File: config.mk
export PLATFORM = sky130hd
export DESIGN_NAME = brq_observer
export DESIGN_NICKNAME = d
export VERILOG_FILES = /design/src/verilog/brq_pkg.sv /design/src/verilog/brq_observer.sv
export SDC_FILE = /design/constraint.sdc
export NUM_CORES = 1
export LEC_CHECK = 0
export BUFFER_PORTS_ARGS = -buffer_cell sky130_fd_sc_hd__buf_2
export CORE_AREA = 2 2 168 235
export DETAILED_ROUTE_END_ITERATION = 7
export DIE_AREA = 0 0 170 237
export MAX_ROUTING_LAYER = met4
export PLACE_DENSITY = 0.83
export SETUP_SLACK_MARGIN = 0.2
export SYNTH_ARGS = -nofsm -noshare
export SYNTH_HDL_FRONTEND = slang
export SYNTH_SLANG_ARGS = --single-unit
File: constraint.sdc
create_clock -name MCLK -period 4.4 [get_ports MCLK]
set_input_delay 0.66 -clock MCLK [delete_from_list [all_inputs] [get_ports MCLK]]
set_output_delay 0.66 -clock MCLK [all_outputs]
set_load 0.1 [all_outputs]
File: src/verilog/brq_pkg.sv
/*
  Shared constants and carrier types for the bus request observer.
  Assumes a 32-bit APB register port and active-low request pins.
*/
`default_nettype none
package brq_pkg;
  // Register byte offsets.
  localparam logic [7:0] OFS_CTRL    = 8'h00;
  localparam logic [7:0] OFS_STATUS  = 8'h04;
  localparam logic [7:0] OFS_FIELDA  = 8'h08;
  localparam logic [7:0] OFS_ADDRLO  = 8'h0C;
  localparam logic [7:0] OFS_ADDRHI  = 8'h10;
  localparam logic [7:0] OFS_FIELDB  = 8'h14;
  localparam logic [7:0] OFS_COUNT   = 8'h18;
  localparam logic [7:0] OFS_DECODE  = 8'h1C;
  // Control bit positions and reset value.
  localparam int CTRL_DRV_EN  = 0;
  localparam int CTRL_OBS_EN  = 1;
  localparam int CTRL_WIDE    = 2;
  localparam int CTRL_OWN_MEM = 3;
  localparam logic [3:0] CTRL_RESET = 4'h0;
  // Sticky status bit positions.
  localparam int ST_PARITY = 0;
  localparam int ST_CANCEL = 1;
  localparam int ST_HARD   = 2;
  localparam int ST_DSZ    = 3;
  localparam int ST_RSVD   = 4;
  localparam int ST_DEN    = 5;
  localparam int ST_TAG    = 6;
  localparam int ST_LEN16  = 7;
  localparam int ST_BITS   = 8;
  // Field encodings (logical, asserted = 1).
  localparam logic [1:0] ASZ_4G   = 2'h0;
  localparam logic [1:0] ASZ_64G  = 2'h1;
  localparam logic [1:0] LEN_8    = 2'h0;
  localparam logic [1:0] LEN_16   = 2'h1;
  localparam logic [1:0] LEN_32   = 2'h2;
  localparam logic [1:0] DSZ_OK   = 2'h0;
  localparam logic [7:0] ATTR_UC  = 8'h00;
  localparam logic [7:0] ATTR_WC  = 8'h04;
  localparam logic [7:0] ATTR_WB  = 8'h07;
  localparam logic [7:0] SPC_FIRST = 8'h01;
  localparam logic [7:0] SPC_LAST  = 8'h07;
  localparam logic [4:0] CMD_SPECIAL = 5'h08;
  localparam logic [1:0] CMDB_SPECIAL = 2'h1;
  localparam logic [4:0] CMD_DEF_REPLY = 5'h00;
  // Extended function bit positions.
  localparam int EXF_MGMT  = 4;
  localparam int EXF_SPLIT = 3;
  localparam int EXF_DEN   = 1;
  // Phase offset from the strobe clock and deferrable tag count.
  localparam int ERR_DELAY = 3;
  localparam int TAGS      = 256;

  typedef struct packed {
    logic        strobe_n;
    logic [4:0]  cmd_n;
    logic [35:3] addr_n;
    logic [1:0]  ap_n;
    logic        rp_n;
    logic        lock_n;
    logic        defer_n;
    logic        address_error_n;
  } brq_pins_t;

  typedef struct packed {
    logic [4:0]  cmd_a;
    logic [4:0]  cmd_b;
    logic [35:3] addr;
    logic [7:0]  attr;
    logic [7:0]  tag;
    logic [7:0]  be;
    logic [4:0]  exf;
    logic        locked;
  } brq_req_t;
endpackage : brq_pkg
`default_nettype wire

File: src/verilog/brq_observer.sv
/*
  Bus request observer: a memory or I/O agent that watches the two request
  clocks, checks parity, drives the address error in the error phase and
  reports decoded fields over APB.
  Assumes pins arrive asynchronously and an external wire resolves ADDRESS_ERROR.
*/
// Summary of operation
// - Command bit 0 means write data and handshake; bits 1 or 2 mean memory.
// - Caching agents snoop every memory command seen on the bus.
// - Read bit: 0 code, 1 data; write bit: 0 writeback, 1 write.
// - Initiator drives data-size 00; responders ignore it.
// - Address space 00 below 4 GB, 01 up to 64 GB; others reserved.
// - 32-bit agents respond only to 00; 36-bit agents to 00 or 01.
// - Length 00 up to 8 bytes, 01 16, 10 32; 11 reserved.
// - Upper parity 35..24, lower 23..3, request parity commands plus strobe.
// - Parity uses electrical levels; even count of lows is correct.
// - Second clock attribute field carries memory type; other codes reserved.
// - Reply tag: type bit 7, agent 6..4, transaction 3..0.
// - Outstanding deferrable tags unique; freed after snoop without defer.
// - Byte enable n governs data byte n for narrow transfers.
// - Special cycles coded 01..07 on byte enables; others reserved.
// - Management RAM accesses accepted only by agents providing that RAM.
// - Postpone-allowed never set for locked, deferred-reply or writeback lines.
// - Error phase is one clock, three clocks after the strobe.
// - With driver enabled, check parity and assert address error on mismatch.
// - No upper parity error for addresses outside the agent's range.
// - Sampled error cancels request, resets arbitration; one retry then hard.
`timescale 1ns/1ps
`default_nettype none
module brq_observer
  import brq_pkg::*;
(
  // Clock and reset
  input  wire logic        MCLK,
  input  wire logic        RST_N,
  // APB register port
  input  wire logic        PSEL,
  input  wire logic        PENABLE,
  input  wire logic        PWRITE,
  input  wire logic [7:0]  PADDR,
  input  wire logic [31:0] PWDATA,
  output logic [31:0]      PRDATA,
  output logic             PREADY,
  output logic             PSLVERR,
  // Request pins from the bus
  input  wire brq_pins_t   BUS_IN,
  // Address error open-drain driver
  output logic             ADDRESS_ERROR_O,
  output logic             ADDRESS_ERROR_OE,
  // Responder strobes
  output logic             WRITE_DATA_READY_N,
  output logic             ARB_PRIORITY_RESET
);
  typedef enum logic [2:0] {IDLE, REQ_B, WAIT, ERR, SNOOP} brq_state_t;

  brq_state_t  state_r;
  brq_pins_t   sync1_r, sync2_r;
  brq_req_t    req_r;
  logic [3:0]  ctrl_r;
  logic [ST_BITS-1:0] sts_r, sts_set;
  logic        perr_up_r, perr_lo_r, perr_rp_r, perr_r;
  logic        address_error_r, arb_r, wdr_n_r, cancel_now;
  logic        tried_r, same_addr, hard_now;
  logic [35:3] tried_addr_r;
  logic [15:0] cancel_cnt_r, req_cnt_r;
  logic        tag_busy_r [TAGS];
  logic        apb_wr, apb_rd;

  // Two-stage synchroniser on every bus pin; only sync2_r is read.
  always_ff @(posedge MCLK or negedge RST_N) begin
    if (!RST_N) begin
      sync1_r <= '1;
      sync2_r <= '1;
    end else begin
      sync1_r <= BUS_IN;
      sync2_r <= sync1_r;
    end
  end

  // Parity on raw levels: an odd count of low lines is an error.
  logic up_bad, lo_bad, rp_bad;
  assign up_bad = ^(~{sync2_r.addr_n[35:24], sync2_r.ap_n[1]});
  assign lo_bad = ^(~{sync2_r.addr_n[23:3], sync2_r.ap_n[0]});
  assign rp_bad = ^(~{sync2_r.cmd_n, sync2_r.strobe_n, sync2_r.rp_n});

  // Decoded fields of the current request, logical sense.
  logic [1:0] asz, len, dsz;
  logic       is_mem, is_write, in_range, accept, special, mgmt;
  assign asz      = req_r.cmd_a[4:3];
  assign len      = req_r.cmd_b[1:0];
  assign dsz      = req_r.cmd_b[4:3];
  assign is_mem   = req_r.cmd_a[1] | req_r.cmd_a[2];
  assign is_write = req_r.cmd_a[0];
  assign in_range = (asz == ASZ_4G) || (asz == ASZ_64G && ctrl_r[CTRL_WIDE]);
  assign mgmt     = req_r.exf[EXF_MGMT];
  assign accept   = (!is_mem || in_range) && (!mgmt || ctrl_r[CTRL_OWN_MEM]);
  assign special  = req_r.cmd_a == CMD_SPECIAL && req_r.cmd_b[1:0] == CMDB_SPECIAL;

  // Request tracker: strobe clock, second clock, wait, error phase, snoop.
  always_ff @(posedge MCLK or negedge RST_N) begin
    if (!RST_N) begin
      state_r <= IDLE;
    end else begin
      unique case (state_r)
        IDLE:    if (!sync2_r.strobe_n) state_r <= REQ_B;
        REQ_B:   state_r <= WAIT;
        WAIT:    state_r <= ERR;
        ERR:     state_r <= SNOOP;
        SNOOP:   state_r <= IDLE;
      endcase
    end
  end

  // Capture both request clocks; the address drops its low three bits.
  always_ff @(posedge MCLK or negedge RST_N) begin
    if (!RST_N) begin
      req_r <= '0;
    end else if (state_r == IDLE && !sync2_r.strobe_n) begin
      req_r.cmd_a  <= ~sync2_r.cmd_n;
      req_r.addr   <= ~sync2_r.addr_n;
      req_r.locked <= !sync2_r.lock_n;
    end else if (state_r == REQ_B) begin
      req_r.cmd_b <= ~sync2_r.cmd_n;
      req_r.attr  <= ~sync2_r.addr_n[31:24];
      req_r.tag   <= ~sync2_r.addr_n[23:16];
      req_r.be    <= ~sync2_r.addr_n[15:8];
      req_r.exf   <= ~sync2_r.addr_n[7:3];
    end
  end

  // Parity is checked in both request clocks and held until the error phase.
  always_ff @(posedge MCLK or negedge RST_N) begin
    if (!RST_N) begin
      perr_up_r <= 1'b0;
      perr_lo_r <= 1'b0;
      perr_rp_r <= 1'b0;
    end else if (state_r == IDLE && !sync2_r.strobe_n) begin
      perr_up_r <= up_bad;
      perr_lo_r <= lo_bad;
      perr_rp_r <= rp_bad;
    end else if (state_r == REQ_B) begin
      perr_up_r <= perr_up_r | up_bad;
      perr_lo_r <= perr_lo_r | lo_bad;
      perr_rp_r <= perr_rp_r | rp_bad;
    end
  end

  // Upper parity is not blamed when the address is beyond our reach.
  assign perr_r = (perr_up_r && in_range) || perr_lo_r || perr_rp_r;

  // Address error driven for exactly the error-phase clock.
  always_ff @(posedge MCLK or negedge RST_N) begin
    if (!RST_N) begin
      address_error_r <= 1'b0;
    end else begin
      address_error_r <= state_r == WAIT && ctrl_r[CTRL_DRV_EN] && perr_r;
    end
  end
  assign ADDRESS_ERROR_O  = 1'b0;
  assign ADDRESS_ERROR_OE = address_error_r;

  // The error seen on the wire is ours or another agent's.
  assign cancel_now = state_r == ERR && ctrl_r[CTRL_OBS_EN] &&
                      (address_error_r || !sync2_r.address_error_n);
  assign same_addr  = tried_r && tried_addr_r == req_r.addr;
  assign hard_now   = cancel_now && same_addr;

  // One retry per cancelled address, then a hard error.
  always_ff @(posedge MCLK or negedge RST_N) begin
    if (!RST_N) begin
      tried_r      <= 1'b0;
      tried_addr_r <= '0;
    end else if (cancel_now) begin
      tried_r      <= !same_addr;
      tried_addr_r <= req_r.addr;
    end else if (state_r == ERR && tried_r && tried_addr_r == req_r.addr) begin
      tried_r <= 1'b0;
    end
  end

  // Arbitration priority returns to its reset order after a cancel.
  always_ff @(posedge MCLK or negedge RST_N) begin
    if (!RST_N) begin
      arb_r <= 1'b0;
    end else begin
      arb_r <= cancel_now;
    end
  end
  assign ARB_PRIORITY_RESET = arb_r;

  // Write handshake for accepted writes, given in the snoop clock.
  always_ff @(posedge MCLK or negedge RST_N) begin
    if (!RST_N) begin
      wdr_n_r <= 1'b1;
    end else begin
      wdr_n_r <= !(state_r == ERR && !cancel_now && is_write && accept);
    end
  end
  assign WRITE_DATA_READY_N = wdr_n_r;

  // Outstanding deferrable tags; a tag frees when the snoop shows no defer.
  logic tag_clash;
  assign tag_clash = tag_busy_r[req_r.tag] && req_r.exf[EXF_DEN];
  always_ff @(posedge MCLK or negedge RST_N) begin
    if (!RST_N) begin
      for (int i = 0; i < TAGS; i++) tag_busy_r[i] <= 1'b0;
    end else if (state_r == ERR && !cancel_now && req_r.exf[EXF_DEN]) begin
      tag_busy_r[req_r.tag] <= 1'b1;
    end else if (state_r == SNOOP && sync2_r.defer_n) begin
      tag_busy_r[req_r.tag] <= 1'b0;
    end
  end

  // Violations evaluated in the wait clock; cancel and hard events in the error phase.
  always_comb begin
    sts_set = '0;
    if (state_r == WAIT) begin
      sts_set[ST_PARITY] = perr_r && ctrl_r[CTRL_DRV_EN];
      sts_set[ST_DSZ]    = dsz != DSZ_OK;
      sts_set[ST_RSVD]   = (is_mem && asz[1]) || len == 2'h3 ||
                           (is_mem && req_r.attr != ATTR_UC &&
                            (req_r.attr < ATTR_WC || req_r.attr > ATTR_WB)) ||
                           (special && (req_r.be < SPC_FIRST || req_r.be > SPC_LAST));
      sts_set[ST_DEN]    = req_r.exf[EXF_DEN] &&
                           (req_r.locked || req_r.cmd_a == CMD_DEF_REPLY ||
                            req_r.cmd_a[2:0] == 3'h5)
                           || (req_r.exf[EXF_SPLIT] && !req_r.locked);
      sts_set[ST_TAG]    = tag_clash;
      sts_set[ST_LEN16]  = is_mem && len == LEN_16;
    end
    sts_set[ST_CANCEL] = cancel_now;
    sts_set[ST_HARD]   = hard_now;
  end

  // APB slave: zero wait states, error on unmapped offsets.
  assign apb_wr  = PSEL && PENABLE && PWRITE;
  assign apb_rd  = PSEL && PENABLE && !PWRITE;
  assign PREADY  = 1'b1;

  always_ff @(posedge MCLK or negedge RST_N) begin
    if (!RST_N) begin
      ctrl_r <= CTRL_RESET;
    end else if (apb_wr && PADDR == OFS_CTRL) begin
      ctrl_r <= PWDATA[3:0];
    end
  end

  // Sticky status: write one to clear, a new event wins over the clear.
  always_ff @(posedge MCLK or negedge RST_N) begin
    if (!RST_N) begin
      sts_r <= '0;
    end else if (apb_wr && PADDR == OFS_STATUS) begin
      sts_r <= (sts_r & ~PWDATA[ST_BITS-1:0]) | sts_set;
    end else begin
      sts_r <= sts_r | sts_set;
    end
  end

  always_ff @(posedge MCLK or negedge RST_N) begin
    if (!RST_N) begin
      cancel_cnt_r <= '0;
      req_cnt_r    <= '0;
    end else begin
      if (cancel_now) cancel_cnt_r <= cancel_cnt_r + 16'h0001;
      if (state_r == ERR) req_cnt_r <= req_cnt_r + 16'h0001;
    end
  end

  logic rd_hit;
  always_comb begin
    PRDATA = '0;
    rd_hit = 1'b1;
    unique case (PADDR)
      OFS_CTRL:   PRDATA = {28'h0, ctrl_r};
      OFS_STATUS: PRDATA = {24'h0, sts_r};
      OFS_FIELDA: PRDATA = {19'h0, req_r.cmd_b, 3'h0, req_r.cmd_a};
      OFS_ADDRLO: PRDATA = {req_r.addr[31:3], 3'h0};
      OFS_ADDRHI: PRDATA = {28'h0, req_r.addr[35:32]};
      OFS_FIELDB: PRDATA = {3'h0, req_r.exf, req_r.be, req_r.tag, req_r.attr};
      OFS_COUNT:  PRDATA = {req_cnt_r, cancel_cnt_r};
      OFS_DECODE: PRDATA = {20'h0, req_r.be[3:0], 3'h0, special, accept,
                            req_r.cmd_a[1], is_write, is_mem};
      default:    rd_hit = 1'b0;
    endcase
  end
  assign PSLVERR = PSEL && PENABLE && !rd_hit;

  // Checks on the design's own behaviour.
  property p_err_one_clock;
    @(posedge MCLK) disable iff (!RST_N)
    ADDRESS_ERROR_OE |=> !ADDRESS_ERROR_OE;
  endproperty
  a_err_one_clock: assert property (p_err_one_clock) else $error("address error longer than one clock");

  property p_err_phase_place;
    @(posedge MCLK) disable iff (!RST_N)
    (state_r == IDLE && !sync2_r.strobe_n) |-> ##3 (state_r == ERR);
  endproperty
  a_err_phase_place: assert property (p_err_phase_place) else $error("error phase not three clocks on");

  property p_err_needs_cause;
    @(posedge MCLK) disable iff (!RST_N)
    ADDRESS_ERROR_OE |-> $past(perr_r) && $past(state_r == WAIT);
  endproperty
  a_err_needs_cause: assert property (p_err_needs_cause) else $error("address error without parity fault");

  property p_err_on_fault;
    @(posedge MCLK) disable iff (!RST_N)
    (state_r == WAIT && perr_r && ctrl_r[CTRL_DRV_EN]) |=> ADDRESS_ERROR_OE;
  endproperty
  a_err_on_fault: assert property (p_err_on_fault) else $error("parity fault not signalled");

  property p_upper_out_of_range;
    @(posedge MCLK) disable iff (!RST_N)
    (state_r == WAIT && !in_range && !perr_lo_r && !perr_rp_r) |=> !ADDRESS_ERROR_OE;
  endproperty
  a_upper_out_of_range: assert property (p_upper_out_of_range) else $error("upper parity blamed out of range");

  property p_cancel_resets_arb;
    @(posedge MCLK) disable iff (!RST_N)
    cancel_now |=> ARB_PRIORITY_RESET ##1 !ARB_PRIORITY_RESET;
  endproperty
  a_cancel_resets_arb: assert property (p_cancel_resets_arb) else $error("arbitration reset missing");

  property p_second_cancel_hard;
    @(posedge MCLK) disable iff (!RST_N)
    (cancel_now && same_addr) |=> sts_r[ST_HARD] && !tried_r;
  endproperty
  a_second_cancel_hard: assert property (p_second_cancel_hard) else $error("second cancel not hard");

  property p_write_ready_cause;
    @(posedge MCLK) disable iff (!RST_N)
    !WRITE_DATA_READY_N |-> $past(is_write) && $past(accept) && state_r == SNOOP;
  endproperty
  a_write_ready_cause: assert property (p_write_ready_cause) else $error("write handshake without accepted write");

  property p_tag_clash_flag;
    @(posedge MCLK) disable iff (!RST_N)
    (state_r == WAIT && tag_clash) |=> sts_r[ST_TAG];
  endproperty
  a_tag_clash_flag: assert property (p_tag_clash_flag) else $error("tag reuse not flagged");
endmodule : brq_observer
`default_nettype wire

==> Word level (Yosys, flattened, before mapping) <==
Cells that the tools add are included.
{ "word_totals": {"inputBits": 90, "romBits": 0, "ramBits": 0, "register_bits": 506, "out_inout_bits": 38, "memories": 0, "latchBits": 0} }
{ "op_classes": {"order_cmp": 6, "bitwise_logic": 22, "muxes": 22, "mul": 0, "n_div": 0, "add_sub_neg": 2, "n_shift": 0, "n_reduce_logical": 71, "eq_ne": 18} }
{ "op_table": {"columns": ["operator", "n"], "rows": [
  ["256-bit 2-to-1 mux", 2],
  ["256-bit AND", 1],
  ["256-bit NOT", 1],
  ["256-bit bitwise OR", 1],
  ["32-bit case mux with 8 select lines", 1],
  ["33-bit equality test", 1],
  ["1-bit logical AND", 33],
  ["33-bit NOT", 1],
  ["16-bit by 1-bit adder with 16-bit output (second input constant)", 2],
  ["8-bit by 5-bit equality test with 1-bit output (second input constant)", 4],
  ["8-bit NOT", 4],
  ["22-bit NOT", 1],
  ["22-bit parity", 1],
  ["8-bit by 4-bit equality test with 1-bit output (second input constant)", 2],
  ["8-bit by 3-bit > comparator with 1-bit output (second input constant)", 2],
  ["8-bit bitwise OR", 2],
  ["3-bit case mux with 5 select lines", 1],
  ["1-bit logical OR", 14],
  ["1-bit 2-to-1 mux", 13],
  ["13-bit NOT", 1],
  ["13-bit parity", 1],
  ["1-bit logical NOT", 10],
  ["5-bit NOT", 2],
  ["9-bit greater-or-equal comparator (second input constant)", 1],
  ["other kinds (30)", 39]
]} }

==> Logic depth before layout (Yosys ltp) <==
Gate-level depths: netlist of run 1.
{ "logic_depth": {"word_depth": 10, "depth_mapped": 10} }

==> Worst setup path before layout of run 1 <==
OpenSTA, ideal clock, no wires.
{ "synth_timing": {"path_kind": "in2out", "startpoint": "input port PADDR[0]", "endpoint": "output port PRDATA[1]", "path_slack_ps": 86, "required_time_ps": 3740, "t_arrival_ps": 3654, "path_stages": 4, "path_cell_list": "or4_4 nor2_2 nand2_1 o21ai_0"} }
{ "synth_between": {"elab_chain_len": 2, "word_cells_on_any_way": 9} }
{ "synth_lines": {"columns": ["item", "line_no", "rtl"], "rows": [
  ["start, declared", "brq_observer.sv:40", "input wire logic [7:0] PADDR,"],
  ["8-bit by 5-bit equality test with 1-bit output (tied with other cells)", "brq_observer.sv:273", "unique case (PADDR)"],
  ["32-bit case mux with 8 select lines *", "brq_observer.sv:273", null],
  ["end, declared", "brq_observer.sv:42", "output logic [31:0] PRDATA,"]
]} }
Mark *: on every way between the ends. The rest lies on a longest branch, timed or not.

==> Final worst setup path of run 1 <==
{ "layout_timing": {"startpoint": "input port PADDR[0]", "endpoint": "output port PRDATA[10]"} }
The elaborated chain is that of the path after synthesis.

==> results.sh, run 1 <==
export IMPL_fin_ws_ps=687
export IMPL_p_switching_uw=4880
export IMPL_synth_top_area_share_pct=45.9
export IMPL_fin_tns_setup_ps=0
export IMPL_dr_total_vias=16900
export IMPL_drtIter0Drc=1931
export IMPL_gp_congestion=0.958
export IMPL_synthToLayoutAreaGrowth_pct=10.0
export IMPL_yosysUniqueCellTypes=67
export IMPL_grt_use_total_pct=30.5
export IMPL_path_max_fanout=31
export IMPL_hold_class="in -> reg"
export IMPL_place_ws_ps=720
export IMPL_max_freq_mhz=269
export IMPL_internal_power_uw=8560
export IMPL_grt_pass1_vias=17000
export IMPL_clock_path_buffers=3
export IMPL_clock_sinks=506
export IMPL_postCtsHoldBufs=0
export IMPL_cts_tree="built"
export IMPL_worstReg2RegStart="req_r[14]"
export IMPL_crit_arrival_ps=3050
export IMPL_p_leak_uw=0.0109
export IMPL_viasPerCell=6.63
export IMPL_min_delay_path_depth=1
export IMPL_std_cell_rows=85
export IMPL_core_sq_um=38300
export IMPL_initial_utilization_pct=59.0
export IMPL_place_port_buffers=101
export IMPL_fp_dieH_um=237
export IMPL_slew_viol_final=0
export IMPL_grt_pass1_wl_um=92700
export IMPL_finClkSkew_ps=16.1
export IMPL_antenna_found_initial=0
export IMPL_crit_slowest_cell="or4_4"
export IMPL_drv_cap=0
export IMPL_synth_seq_area_share_pct=56.5
export IMPL_r2r_slack_ps=1220
export IMPL_fp_dieW_um=170
export IMPL_synth_avg_cell_area_sq_um=11.1
export IMPL_htree_levels=2
export IMPL_outcome="finished clean"
export IMPL_fin_crit_sh_pct=84.4
export IMPL_ant_nets=0
export IMPL_sw_frac_of_total_pct=36.3
export IMPL_holdWs_ps=192
export IMPL_cp_slowest_stage_delay_ps=570
export IMPL_cp_cell_sequence="buf_2 -> or4_4 -> nor2_2 -> nand2_1 -> nor3b_4 -> buf_4 -> a22oi_1 -> nand3_1 -> buf_2"
export IMPL_endpoint_kind="output port"
export IMPL_reg2reg_to="sts_r[6]"
export IMPL_startpoint_type="input port"
export IMPL_clk_pin_slew_ps=60
export IMPL_wire_per_inst_um=23.1
export IMPL_syn_num_nets=2135
export IMPL_cts_setup_buffers=0
export IMPL_first_pass_iters=6
export IMPL_synth_area_sq_um=22600
export IMPL_setup_viol=0
export IMPL_nets=2138
export IMPL_worstMarginPinSlew_ps=1110
export IMPL_power_total_uw=13400
export IMPL_drcViolationCount=0
export IMPL_synth_seq_cells=506
export IMPL_cpMostUsedCell="buf_2"
export IMPL_relSlewSlack_pct=25.5
export IMPL_synth_edf_count=0
export IMPL_die_area_sq_um=40300
export IMPL_diodes=0
export IMPL_comb_power_share_pct=23.6
export IMPL_peakVddDrop_uv=283
export IMPL_dp_cells=2476
export IMPL_min_period_ps=3710
export IMPL_synth_ff_type="dfrtp_1"
export IMPL_hp_start="BUS_IN[34]"
export IMPL_yosys_warnings=0
export IMPL_grt_max_degree=122
export IMPL_clk_latency_ps=560
export IMPL_required_ps=3740
export IMPL_holdPathEnd="sync1_r[34]"
export IMPL_gr_total_overflow=0
export IMPL_dpl_hpwl_um=37400
export IMPL_cts_root_buf="clkbuf_16"
export IMPL_powerDensity_nw_per_um2=540
export IMPL_final_layout_size_suffix_gt1_share_pct=17.9
export IMPL_async_flop_share_pct=100
export IMPL_stdcell_count=2556
export IMPL_clockPowerShare_pct=30.2
export IMPL_post_cts_resized=0
export IMPL_rsz0062_at_grt="false"
export IMPL_hold_viol=0
export IMPL_reg2reg_depth=7
export IMPL_pin_count=128
export IMPL_wl_um=59100
export IMPL_synth_largest_area_cell="dfrtp_1"
export IMPL_synth_area_top_cells="dfrtp_1 (46%), dfstp_2 (11%), o31ai_1 (8.5%)"
export IMPL_netlist_instances=2043
export IMPL_path_class="in -> out"
export IMPL_numCtsBuffers=46
export IMPL_seq_power_share_pct=46.2
==> routing by layer <==
metal | routed length (um) | vias to the layer above | global-route usage, %
met4 | 4240 | 0 | 19.7
met2 | 28800 | 844 | 48.9
met3 | 4270 | 261 | 4.70
li1 | - | 7485 | -
met1 | 21800 | 8350 | 36.1
met5 | 0 | - | -
==> cell usage in the layout (no fill, tap or decap), types with 12 or more instances in the layout <==
master,synthesis,layout
a21oi_1,84,84
a222oi_1,19,19
a22oi_1,36,36
buf_2,26,100
buf_4,7,39
clkbuf_16,0,49
dfrtp_1,415,412
dfstp_2,91,91
inv_1,33,33
mux2i_1,38,38
mux4_2,37,37
nand2_1,182,181
nand3_1,31,31
nand4_1,12,12
nor2_1,103,103
o21ai_0,280,279
o31ai_1,257,257
xnor2_1,66,66
xor2_1,32,32
==> cells by family (layout without fill, tap and decap cells) <==
kind of cell,after synthesis,in the layout,synth area share [%]
AOI/OAI and AO/OA,723,723,20.4
DFF,506,506,56.5
and+or+nand+nor,394,394,7.92
buffers and inverters,226,261,4.28
xor gates and xnor gates,98,98,3.80
muxes,92,92,6.95
adders and majority gates,2,2,0.111
other,2,2,0.0332
==> layout make-up <==
class	instances	area (sq um)
Fill cell	2733	13400
Clock buffer	69	1400
Clock inverter	11	121
Tap cell	478	598
Multi-Input combinational cell	1311	8900
Sequential cell	506	12800
Inverter	35	131
Timing Repair Buffer	146	928
==> metrics by stage <==
step | utilization [%] | instance area (sq um)
2_1_floorplan | - | 22600
3_3_place_gp | 61.0 | 23300
3_5_place_dp | 61.0 | 23300
4_1_cts | 64.9 | 24900
5_1_grt | 64.9 | 24900
6_report | 64.9 | 24900
==> worst max-delay path: cells and delay by family <==
kind	cells	cell delay, ps
buffers and inverters	3	890
and+or+nand+nor	5	1340
AOI/OAI and AO/OA	1	150
==> synthesized netlist by cell type, types with 12 or more instances <==
master	n
a21oi_1	84
a222oi_1	19
a22oi_1	36
buf_2	26
clkbuf_1	149
dfrtp_1	415
dfstp_2	91
inv_1	33
mux2i_1	38
mux4_2	37
nand2_1	182
nand3_1	31
nand4_1	12
nor2_1	103
o21ai_0	280
o31ai_1	257
xnor2_1	66
xor2_1	32
==> power groups by stage <==
stage               Clock, uW  Combinational, uW  Sequential [uW]
floorplan                   0               2520             5620
detailed placement          0               3090             6230
global route             4280               3430             6230
finish                   4050               3170             6210
CTS                      4090               3140             6160
global placement            0               2990             6210
==> worst max path at each step <==
stage	from	endpoint	slack [ps]	cells after the start
final	PADDR[0]	PRDATA[10]	690	9
after global routing	PADDR[0]	PRDATA[25]	560	7
after CTS	PADDR[0]	PRDATA[25]	700	7
after detailed placement	PADDR[0]	PRDATA[21]	720	7
after global placement	PADDR[0]	PRDATA[19]	750	7
after floorplan	PADDR[0]	PRDATA[1]	840	4
No activity file was read; power rests on OpenSTA's default activity.
==> inputs of run 2 (changes only) <==
--- a/config.mk
+++ b/config.mk
@@ -6,11 +6,11 @@
 export NUM_CORES = 1
 export LEC_CHECK = 0
 export BUFFER_PORTS_ARGS = -buffer_cell sky130_fd_sc_hd__buf_2
-export CORE_AREA = 2 2 168 235
+export CORE_AREA = 2 2 175 245
 export DETAILED_ROUTE_END_ITERATION = 7
-export DIE_AREA = 0 0 170 237
+export DIE_AREA = 0 0 177 247
 export MAX_ROUTING_LAYER = met4
-export PLACE_DENSITY = 0.83
+export PLACE_DENSITY = 0.8
 export SETUP_SLACK_MARGIN = 0.2
 export SYNTH_ARGS = -nofsm -noshare
 export SYNTH_HDL_FRONTEND = slang
==> constraint.sdc (replaced) <==
create_clock -name MCLK -period 3.1 [get_ports MCLK]
set_input_delay 0.465 -clock MCLK [delete_from_list [all_inputs] [get_ports MCLK]]
set_output_delay 0.465 -clock MCLK [all_outputs]
set_load 0.1 [all_outputs]
==> results.sh, run 2 (synthesis results as in run 1) <==
export IMPL_outcome="complete, but fails checks"
export IMPL_violations="DRC"
export IMPL_max_freq_mhz=349
export IMPL_antenna_found_initial=0
export IMPL_fin_crit_sh_pct=92.5
export IMPL_clockPowerShare_pct=30.7
export IMPL_setup_viol=0
export IMPL_stdcell_count=2722
export IMPL_seq_power_share_pct=43.5
export IMPL_drcViolationCount=7
export IMPL_endpoint_kind="output port"
export IMPL_mostFrequentLayoutCells="dfrtp_1 (412), o21ai_0 (279), o31ai_1 (257)"
export IMPL_drv_cap=0
export IMPL_p_switching_uw=7160
export IMPL_crit_arrival_ps=2400
export IMPL_p_leak_uw=0.0116
export IMPL_dpl_hpwl_um=40200
export IMPL_final_layout_size_suffix_gt1_share_pct=21.1
export IMPL_diodes=0
export IMPL_hold_viol=0
export IMPL_final_common_cell="dfrtp_1"
export IMPL_cp_cell_sequence="buf_2 -> or4_4 -> nor2_2 -> nand2_2 -> nor3b_4 -> buf_4 -> buf_12 -> a222oi_1 -> inv_2 -> buf_12"
export IMPL_die_area_sq_um=43700
export IMPL_place_port_buffers=101
export IMPL_nFillCells=3032
export IMPL_path_max_fanout=16
export IMPL_clk_pin_slew_ps=60
export IMPL_holdWs_ps=142
export IMPL_dr_total_vias=17500
export IMPL_slew_viol_final=0
export IMPL_core_sq_um=41800
export IMPL_clock_path_buffers=3
export IMPL_worstMarginPinSlew_ps=892
export IMPL_dp_cells=2586
export IMPL_htree_levels=2
export IMPL_finalCoreUtilization_pct=63.7
export IMPL_min_period_ps=2870
export IMPL_drtIter0Drc=2014
export IMPL_wl_um=62600
export IMPL_required_ps=2630
export IMPL_hold_class="in -> reg"
export IMPL_numCtsBuffers=46
export IMPL_ant_nets=0
export IMPL_placed_cell_area_sq_um=24400
export IMPL_startpoint_type="input port"
export IMPL_comb_power_share_pct=25.8
export IMPL_cp_slowest_stage_delay_ps=580
export IMPL_gr_total_overflow=0
export IMPL_fp_dieH_um=247
export IMPL_relSlewSlack_pct=40.4
export IMPL_synthToLayoutAreaGrowth_pct=17.7
export IMPL_pin_count=128
export IMPL_r2r_slack_ps=450
export IMPL_finClkSkew_ps=10.7
export IMPL_nets=2230
export IMPL_internal_power_uw=12700
export IMPL_cpMostUsedCell="buf_12"
export IMPL_crit_buf_inv=5
export IMPL_grt_use_total_pct=29.6
export IMPL_sw_frac_of_total_pct=36.0
export IMPL_std_cell_rows=89
export IMPL_first_pass_iters=8
export IMPL_cts_tree="built"
export IMPL_grt_pass1_vias=17800
export IMPL_critical_path_top_delay_family="simple AND/OR/NAND/NOR gates"
export IMPL_crit_slowest_cell="or4_4"
export IMPL_viasPerCell=6.43
export IMPL_clock_sinks=506
export IMPL_powerDensity_nw_per_um2=748
export IMPL_initial_utilization_pct=54.1
export IMPL_fp_dieW_um=177
export IMPL_fin_tns_setup_ps=0
export IMPL_clk_latency_ps=570
export IMPL_path_class="in -> out"
export IMPL_final_area_sq_um=26600
export IMPL_cts_root_buf="clkbuf_16"
export IMPL_wire_per_inst_um=23.0
export IMPL_peakVddDrop_uv=472
export IMPL_grt_pass1_wl_um=97000
export IMPL_grt_max_degree=94
export IMPL_rsz0062_at_grt="false"
export IMPL_gp_congestion=0.985
run 2: changes by cell type in the layout (fill, tap and decap cells not counted), sizes merged:
| cell | delta |
|---|---|
| bufinv | +3 |
| clkinv | +3 |
| inv | +2 |
| clkbuf | -1 |
| dlygate4sd3 | +46 |
| buf | +45 |
run 2: what timing repair did:
| item | 4_1_cts | 5_1_grt |
|---|---|---|
| hold endpoints to repair | 110 | 0 |
| endpoints found under the setup margin | 0 | 30 |
| gates resized for setup | 0 | 2 |
| buffers inserted | 0 | 3 |
| hold buffers | 46 | 0 |
run 2: through the flow:
stage / worst slack, ps / total power, uW
floorplan: 253 / 11600
global placement: 261 / 13400
detailed placement: 238 / 13600
CTS: 221 / 19800
global route: 153 / 20600
finish: 231 / 19900
run 2: area by class of cell:
| class | count | area [sq um] | share of cell area [%] |
|---|---|---|---|
| clock buffers | 67 | 1380 | 5.20 |
| clock inverters | 19 | 255 | 0.959 |
| inverters | 35 | 131 | 0.494 |
| multi-input cells | 1311 | 8960 | 33.7 |
| flip-flops and latches | 506 | 12800 | 48.0 |
| well taps | 546 | 683 | 2.57 |
| repair buffers | 238 | 2410 | 9.07 |
run 2: power groups by stage:
stage          Clock [uW]  Sequential [uW]  Combinational (uW)
6_report             6120             8650                5140
5_1_grt              6440             8680                5520
2_1_floorplan           0             7980                3580
3_3_place_gp            0             8710                4720
3_5_place_dp            0             8740                4870
4_1_cts              6160             8630                4980
run 2: path summary, 6_finish.rpt:
path | startpoint | endpoint | depth (start not counted)
setup reg to reg | req_r[15] | sts_r[6] | 9
hold reg to reg | sync1_r[30] | sync2_r[30] | 0
max in group asynchronous | RST_N | sync1_r[1] | 4
hold / removal | PWDATA[1] | ctrl_r[1] | 2
min in group asynchronous | RST_N | req_r[11] | 2
setup / recovery | PADDR[0] | PRDATA[14] | 10
run 2: metal layers:
layer  part of all wire, %  global-route usage [%]  up-vias
li1                      -                       -     7662
met1                    36                    33.4     8708
met2                    51                    49.0      864
met3                   6.2                    3.89      268
met4                   7.3                    20.2        0
met5                     0                       -        -
